===== config.mk =====
export PLATFORM = sky130hd
export DESIGN_NAME = mbc_coordinator
export DESIGN_NICKNAME = d
export VERILOG_FILES = /design/src/mbc_pkg.sv /design/src/mbc_coordinator.sv
export VERILOG_INCLUDE_DIRS = /design/src
export SDC_FILE = /design/constraint.sdc
export NUM_CORES = 2
export LEC_CHECK = 0
export BUFFER_PORTS_ARGS = -buffer_cell sky130_fd_sc_hd__buf_2
export CAP_MARGIN = 20
export CORE_UTILIZATION = 55
export DETAILED_ROUTE_END_ITERATION = 8
export PLACE_DENSITY = 0.7
export SKIP_LAST_GASP = 1
export SLEW_MARGIN = 10
export SYNTH_ARGS = -nofsm -noshare
export SYNTH_HDL_FRONTEND = slang
export SYNTH_SLANG_ARGS = --single-unit

===== constraint.sdc =====
create_clock -name mclk -period 3.69 [get_ports mclk]
set_input_delay 0.1845 -clock mclk [delete_from_list [all_inputs] [get_ports mclk]]
set_output_delay 0.1845 -clock mclk [all_outputs]
set_load 0.005 [all_outputs]

===== src/mbc_defines.svh =====
// constants for the multiprocessor bus coordinator
`ifndef MBC_DEFINES_SVH
`define MBC_DEFINES_SVH
`define MBC_SLICE_NS      32'd4000
`define MBC_CLK_NS        32'd4
`define MBC_FLAG_BASE     16'hF200
`define MBC_FLAG_TOP      8'hF2
`define MBC_GROUP_LSB     5
`define MBC_ADDR_HI_LSB   8
`define MBC_CPU_MAX       3'h4
`define MBC_CPU_DEFAULT   3'h2
`define MBC_CPU_THREE     3'h3
`define MBC_STRAP_DEFAULT 8'hFF
`define MBC_JUMP_TWO      2'h3
`define MBC_JUMP_THREE    2'h1
`define MBC_JUMP_FOUR     2'h2
`define MBC_SW_TWO        3'h1
`define MBC_SW_THREE      3'h2
`define MBC_SW_FOUR       3'h4
`endif


===== src/mbc_pkg.sv =====
// types for the multiprocessor bus coordinator
package mbc_pkg;
   typedef enum logic [1:0] {
      MBC_BUS_IDLE  = 2'b00,
      MBC_BUS_SLICE = 2'b01,
      MBC_BUS_HALT  = 2'b10
   } mbc_bus_e;
endpackage


===== src/mbc_coordinator.sv =====
// multiprocessor bus coordinator: slice arbiter, flag memory, error bits
// Contract
// only granted cpu may drive the bus
// each cpu gets turn as time slice
// slice length fixed constant, not user set
// supports one to four cpus
// slot count from static jumpers or switches
// installer turns on exactly one switch
// shared flag memory readable and writable
// 256 bytes, eight strap-masked 32-byte groups
// decodes F200H..F2FFH, aligned 32-byte groups
// strap present acknowledges, absent stays silent
// default leaves all groups unmasked
// installer masks groups used by others
// extended variant adds four page frames; not built here, no page frame logic
// multiprocessor mode whenever coordinator present
// bus error sets cpu bit; halt release clears
// grants rotate only within configured count
`timescale 1ns/1ns
`default_nettype none
`include "mbc_defines.svh"
module mbc_coordinator
   import mbc_pkg::*;
#(
   parameter int NCPU      = 4,
   parameter int SLICE_CYC = ((`MBC_SLICE_NS + `MBC_CLK_NS - 32'd1) / `MBC_CLK_NS)
) (
   // clock and reset
   input  wire logic        mclk,
   input  wire logic        rstn,
   // static slot count setting
   input  wire logic        useSwitch,
   input  wire logic [1:0]  slotJumpers,
   input  wire logic        twoCpuSelect,
   input  wire logic        threeCpuSelect,
   input  wire logic        fourCpuSelect,
   // flag memory group straps, bit set = strap present
   input  wire logic [7:0]  groupStrap,
   // bus request and grant
   input  wire logic [3:0]  busRequest,
   output logic      [3:0]  busGrant,
   output logic             multiprocMode,
   // flag memory bus port
   input  wire logic [15:0] busAddr,
   input  wire logic        memRead,
   input  wire logic        memWrite,
   input  wire logic [7:0]  busWdata,
   output logic      [7:0]  busRdata,
   output logic             busAck,
   // bus monitoring
   input  wire logic [3:0]  busError,
   input  wire logic        haltActive,
   output logic      [7:0]  errorBits,
   output logic      [2:0]  cpuCount,
   output logic             configError
);
   ///////////////////////////////////////////////////////////////////////////
   localparam logic [31:0] SLICE_LAST = SLICE_CYC - 1;
   localparam logic [7:0]  DEF_STRAP  = `MBC_STRAP_DEFAULT;

   function automatic logic [2:0] decode_count(input logic sw, input logic [1:0] j,
                                               input logic [2:0] s);
      logic [2:0] n;
      n = `MBC_CPU_DEFAULT;
      if (!sw) begin
         if (j == `MBC_JUMP_THREE) n = `MBC_CPU_THREE;
         else if (j == `MBC_JUMP_FOUR) n = `MBC_CPU_MAX;
         else n = `MBC_CPU_DEFAULT;
      end else begin
         if (s == `MBC_SW_THREE) n = `MBC_CPU_THREE;
         else if (s == `MBC_SW_FOUR) n = `MBC_CPU_MAX;
         else n = `MBC_CPU_DEFAULT;
      end
      return n;
   endfunction

   ///////////////////////////////////////////////////////////////////////////
   // static configuration, re-registered on every clock after reset release
   logic [2:0]  countSetting;
   logic        switchBad;
   logic [2:0]  cpuCount_reg;
   logic        configError_reg;
   logic [7:0]  strap_reg;
   assign countSetting = decode_count(useSwitch, slotJumpers,
                                      {fourCpuSelect, threeCpuSelect, twoCpuSelect});
   // more or fewer than one switch falls back to two cpus and is flagged
   assign switchBad = useSwitch &&
                      ({1'b0, twoCpuSelect} + {1'b0, threeCpuSelect} +
                       {1'b0, fourCpuSelect} != 2'd1);

   always_ff @(posedge mclk or negedge rstn) begin
      if (!rstn) begin
         cpuCount_reg <= `MBC_CPU_DEFAULT;
      end else begin
         cpuCount_reg <= countSetting;
      end
   end

   always_ff @(posedge mclk or negedge rstn) begin
      if (!rstn) begin
         configError_reg <= 1'b0;
      end else begin
         configError_reg <= switchBad;
      end
   end

   // straps read as all present while reset is low
   always_ff @(posedge mclk or negedge rstn) begin
      if (!rstn) begin
         strap_reg <= DEF_STRAP;
      end else begin
         strap_reg <= groupStrap;
      end
   end

   ///////////////////////////////////////////////////////////////////////////
   // slice arbiter: fixed-length turns, the slot owns it even if idle so that
   // bus timing stays deterministic for every cpu
   logic [31:0] sliceCnt_reg;
   logic [31:0] sliceCnt_next;
   logic [1:0]  slot_reg;
   logic [1:0]  slot_next;
   logic [1:0]  slotRotate;
   logic        sliceEnd;
   logic        slotFitted;
   logic [3:0]  grantNext;
   mbc_bus_e    state_reg;
   mbc_bus_e    state_next;
   logic [2:0]  limit;

   // fewer than two fitted is allowed; slots beyond the count are skipped
   assign limit      = (cpuCount_reg > 3'(NCPU)) ? 3'(NCPU) : cpuCount_reg;
   assign sliceEnd   = (sliceCnt_reg >= SLICE_LAST);
   assign slotRotate = ({1'b0, slot_reg} + 3'd1 >= limit) ? 2'd0 : slot_reg + 2'd1;
   // a count lowered while running must not leave a stale slot on the bus
   assign slotFitted = ({1'b0, slot_reg} < limit);
   assign grantNext  = (state_reg == MBC_BUS_SLICE && slotFitted && busRequest[slot_reg])
                       ? (4'h1 << slot_reg) : 4'h0;

   always_comb begin
      state_next    = state_reg;
      sliceCnt_next = sliceCnt_reg;
      slot_next     = slot_reg;
      unique case (state_reg)
         MBC_BUS_IDLE: begin
            state_next    = haltActive ? MBC_BUS_HALT : MBC_BUS_SLICE;
            sliceCnt_next = 32'd0;
         end
         MBC_BUS_SLICE: begin
            if (haltActive) begin
               state_next = MBC_BUS_HALT;
            end else if (sliceEnd) begin
               sliceCnt_next = 32'd0;
               slot_next     = slotRotate;
            end else begin
               sliceCnt_next = sliceCnt_reg + 32'd1;
            end
         end
         MBC_BUS_HALT: begin
            if (!haltActive) begin
               state_next    = MBC_BUS_SLICE;
               sliceCnt_next = 32'd0;
               slot_next     = 2'd0;
            end
         end
         default: state_next = MBC_BUS_IDLE;
      endcase
   end

   always_ff @(posedge mclk or negedge rstn) begin
      if (!rstn) begin
         state_reg <= MBC_BUS_IDLE;
      end else begin
         state_reg <= state_next;
      end
   end

   always_ff @(posedge mclk or negedge rstn) begin
      if (!rstn) begin
         sliceCnt_reg <= 32'd0;
         slot_reg     <= 2'd0;
      end else begin
         sliceCnt_reg <= sliceCnt_next;
         slot_reg     <= slot_next;
      end
   end

   ///////////////////////////////////////////////////////////////////////////
   // flag memory: 256 bytes of flops, acknowledge gated per group strap
   logic [7:0] flagMem [0:255];
   logic       inRange;
   logic [2:0] group;
   logic       groupOpen;
   logic       access;
   logic       readHit;
   logic       writeHit;
   logic [7:0] index;
   logic [7:0] rdataNext;
   assign inRange   = (busAddr[15:`MBC_ADDR_HI_LSB] == `MBC_FLAG_TOP);
   assign index     = busAddr[7:0];
   assign group     = index[7:`MBC_GROUP_LSB];
   assign groupOpen = strap_reg[group];
   assign access    = inRange && groupOpen && (memRead || memWrite);
   assign readHit   = access && memRead;
   assign writeHit  = access && memWrite;
   // a read returns the byte as it stood before a write in the same cycle
   assign rdataNext = readHit ? flagMem[index] : 8'h00;

   always_ff @(posedge mclk) begin
      if (writeHit) begin
         flagMem[index] <= busWdata;
      end
   end

   ///////////////////////////////////////////////////////////////////////////
   // error bits; a new error wins over the clear on halt release
   logic [7:0] err_reg;
   logic       haltPrev_reg;
   logic       haltRelease;
   logic [7:0] errSet;
   assign haltRelease = haltPrev_reg && !haltActive;

   // only cpus below NCPU own an error bit, whatever the configured count
   always_comb begin
      errSet = 8'h00;
      for (int c = 0; c < NCPU; c++) begin
         errSet[c] = busError[c];
      end
   end

   always_ff @(posedge mclk or negedge rstn) begin
      if (!rstn) begin
         haltPrev_reg <= 1'b0;
      end else begin
         haltPrev_reg <= haltActive;
      end
   end

   always_ff @(posedge mclk or negedge rstn) begin
      if (!rstn) begin
         err_reg <= 8'h00;
      end else begin
         err_reg <= (haltRelease ? 8'h00 : err_reg) | errSet;
      end
   end

   ///////////////////////////////////////////////////////////////////////////
   // registered outputs
   always_ff @(posedge mclk or negedge rstn) begin
      if (!rstn) begin
         busGrant <= 4'h0;
      end else begin
         busGrant <= grantNext;
      end
   end

   always_ff @(posedge mclk or negedge rstn) begin
      if (!rstn) begin
         busAck <= 1'b0;
      end else begin
         busAck <= access;
      end
   end

   always_ff @(posedge mclk or negedge rstn) begin
      if (!rstn) begin
         busRdata <= 8'h00;
      end else begin
         busRdata <= rdataNext;
      end
   end

   always_ff @(posedge mclk or negedge rstn) begin
      if (!rstn) begin
         multiprocMode <= 1'b0;
      end else begin
         multiprocMode <= 1'b1;
      end
   end
   assign errorBits   = err_reg;
   assign cpuCount    = cpuCount_reg;
   assign configError = configError_reg;
endmodule
`default_nettype wire


==> impl_results.md <==
* Total CTS buffers at 203
* First-pass GRT wire length at 289000 microns
* Post-DR wirelength/cell at 29.2 microns
* Initial DRT Pass Iterations at 7
* Core area at 148000 sq um
* Initial core utilization at 55.6%
* Logic pwr share at 4.7%
* Antenna violations before repair at 6
* Via density at 6.34
* Ranking of synthesized cells by area: edfxtp_1 75%, mux4_2 9.8%, mux2i_1 3.6%
* Critical Path RT at 4170 ps
* TritonCTS clock tree: yes
* H-tree Lvls at 4
* Sw power at 10.4 mW
* RSZ-0062 raised after global routing: true
* Sequential share of the synthesized area at 76.6%
* Largest area contributor in the netlist: edfxtp_1
* Worst Path Class, Setup: flop to flop
* Clock latency at the later pin of the worst-skew pair at 850 ps
* DP HPWL at 125000 microns
* Die X at 389 microns
* Post-Syn Area at 82500 sq um
* MaxCap Viol Count at 0
* Mean post-synth cell area at 19.2 sq um
* WP data arrival at 3970 ps
* Final setup fails at 0
* Area Overhead vs Synth at 13.5%
* Die area at 152000 sq um
* Crit. End Element: flop
* Fin Clk Skew at 33.2 ps
* Gate Count Post-Synth at 4304
* Post-CTS setup buffer count at 0
* Root buf cell: clkbuf_16
* DR iter-0 viols at 5536
* FP Rows at 141
* Max FFs per register at 2048
* Final worst slack at 201 ps
* Gr ovfl total at 0
* Share of layout cells above drive strength 1 at 21.4%
* I/O Buffers at 72
* Ys Warns at 0
* Via count at 43100
* Clock buffer depth at 3
* Reg power frac at 53.7%
* Fin util at 63.1%
* Fin. max-slew vios at 0
* Asr flop ratio synth at 3.17%
* Reg-to-reg setup timing slack at 200 ps
* Tcrit/Tclk final at 94.6%
* Clock share of power at 41.6%
* Ant. Diodes at 0
* Unique masters post-synth at 67
* Status: finished, final reports clean
* WHS at 51.2 ps
* Drt total wl at 198000 microns
* Min-Delay Path Class: primary input to asynchronous set/reset pin
* Placer Congestion at 0.944
* Top cell type's share of synthesized area at 74.6%
* Clock-pin slew on the worst setup and hold paths at 60 ps
* Main synth FF type: edfxtp_1
* RR Startpoint: strap_reg[4]
* Critical Path Sink: flagMem[60][4]
* Critical-path maximum fanout at 16
* GR Util All Layers at 26.4%
* Int Power at 38.8 mW
* Synth Register Bits at 2115
* Power Density at 525 nW/um^2
* Sw Ratio at 21.1%
* Power Total at 49.1 mW
* Startpoint types: flop
* Worst flop-to-flop path endpoint: flagMem[60][4]
* Antenna-violating nets left at 0
* Crit path time final at 3490 ps
* Post-route DRC at 0
* Largest net degree at the start of global routing at 149
* Relative slew slack at 23.0%
* Hold Vio Cnt, Final at 0
* EDFF count, synth at 2048
* VDD IR max at 0.000542 V
* Reg2reg path depth at 7
* Max Clk Rate at 287 MHz
* Vias in the first global route at 42700
* Final net count at 4679
* Ports at 77
* Leakage at 30.3 nW
* Die Y at 389 microns
* Critical Path Start: strap_reg[4]
* Worst-Margin Slew at 1150 ps
* DP Worst Slack at 2.45 ps
* Clk sinks at 2115
-- Yosys cell counts (all sizes together) (12+ instances only) --
library cell	count
nor3	17
buf	133
nand2	207
a21o	12
a22oi	111
a41oi	17
nand4	117
nor2b	12
o21ai	60
edfxtp	2048
a21oi	56
a221oi	16
mux2i	295
nor2	314
o22ai	37
and2	14
mux4	358
mux2	38
nand3	94
dfrtp	58
o2111ai	16
clkbuf	118
inv	12
-- critical path, cell delays in order (launching register included) --
cell	delay (ps)
dfstp_2	520
mux4_2	220
mux2i_1	80
nor4_1	250
nand2_1	290
nor3_1	530
nand3_2	510
nor2_1	690
-- metrics by stage --
step / cell area (sq um) / cells / TNS (ps)
2_1_floorplan: 82500 / 4307 / 0
3_3_place_gp: 86600 / 6368 / 0
3_5_place_dp: 86600 / 6370 / 0
4_1_cts: 93600 / 6791 / 0
5_1_grt: 93600 / 6791 / -459
6_report: 93600 / 6791 / 0
-- worst min path at each step --
stage	start	end	slack, ps	cells after the start
2_1_floorplan	rstn	busAck	-110	0
3_3_place_gp	groupStrap[1]	strap_reg[1]	300	1
3_5_place_dp	groupStrap[1]	strap_reg[1]	290	1
4_1_cts	rstn	sliceCnt_reg[30]	20	2
5_1_grt	haltActive	haltPrev_reg	90	2
6_report	rstn	sliceCnt_reg[18]	50	2
-- cells by family after synthesis --
family                   Yosys count  synth area share, %
adder cells (fa/ha/maj)           12                0.188
other                              2              0.00910
flip-flops                      2115                 76.6
AO/OA/AOI/OAI                    383                 3.20
buffers and inverters            263                 1.44
multiplexers                     691                 13.9
XOR/XNOR                           4               0.0425
AND/OR/NAND/NOR                  834                 4.65
-- cell usage in the layout (no fill, tap or decap), types with 11 or more instances in the layout --
cell,n
dfrtp_1,58
mux2i_1,295
buf_2,60
nand2_1,206
mux2_2,38
a41oi_1,17
o2111ai_1,16
dlygate4sd3_1,44
o22ai_1,37
nor3_1,15
bufinv_16,17
clkinv_2,31
a22oi_1,111
nand4_1,117
mux4_2,358
buf_12,32
clkinv_1,47
clkbuf_1,48
and2_1,13
a21o_1,12
inv_1,12
nand3_1,91
a221oi_1,16
nor2_1,304
buf_4,208
o21ai_0,60
clkbuf_16,207
a21oi_1,56
edfxtp_1,2048
or3_1,11
-- area by class of cell --
class,instances,area [sq um]
Timing Repair Buffer,356,3110
Inverter,12,45.0
Clock inverter,117,1100
Sequential cell,2115,63200
Multi-Input combinational cell,1929,18200
Tap cell,2002,2500
Clock buffer,260,5430
Fill cell,10000,54700
-- power groups by stage --
| stage | logic (mW) | clock network, mW | registers (mW) |
|---|---|---|---|
| after floorplan | 1.18 | 0 | 26.9 |
| after global placement | 2.22 | 0 | 26.9 |
| after detailed placement | 2.25 | 0 | 26.9 |
| after CTS | 2.29 | 20.7 | 26.4 |
| after global routing | 2.43 | 21.6 | 26.4 |
| final | 2.29 | 20.5 | 26.4 |
-- what timing repair did --
action                                 CTS  global route
setup endpoints to repair                1            91
endpoints found under the hold margin  817             0
gates resized for setup                  1             8
hold buffers                            44             0
gates cloned                             0             0
-- layer usage --
layer  vias to the layer above  global-route usage [%]  share of wire [%]
met1                     22300                    37.7                 40
met4                         4                    8.69                3.2
li1                      18200                       -                  -
met5                         -                       0              0.014
met3                       341                    5.61                9.6
met2                      2222                    40.9                 48
(Power assumes the default switching activity.)
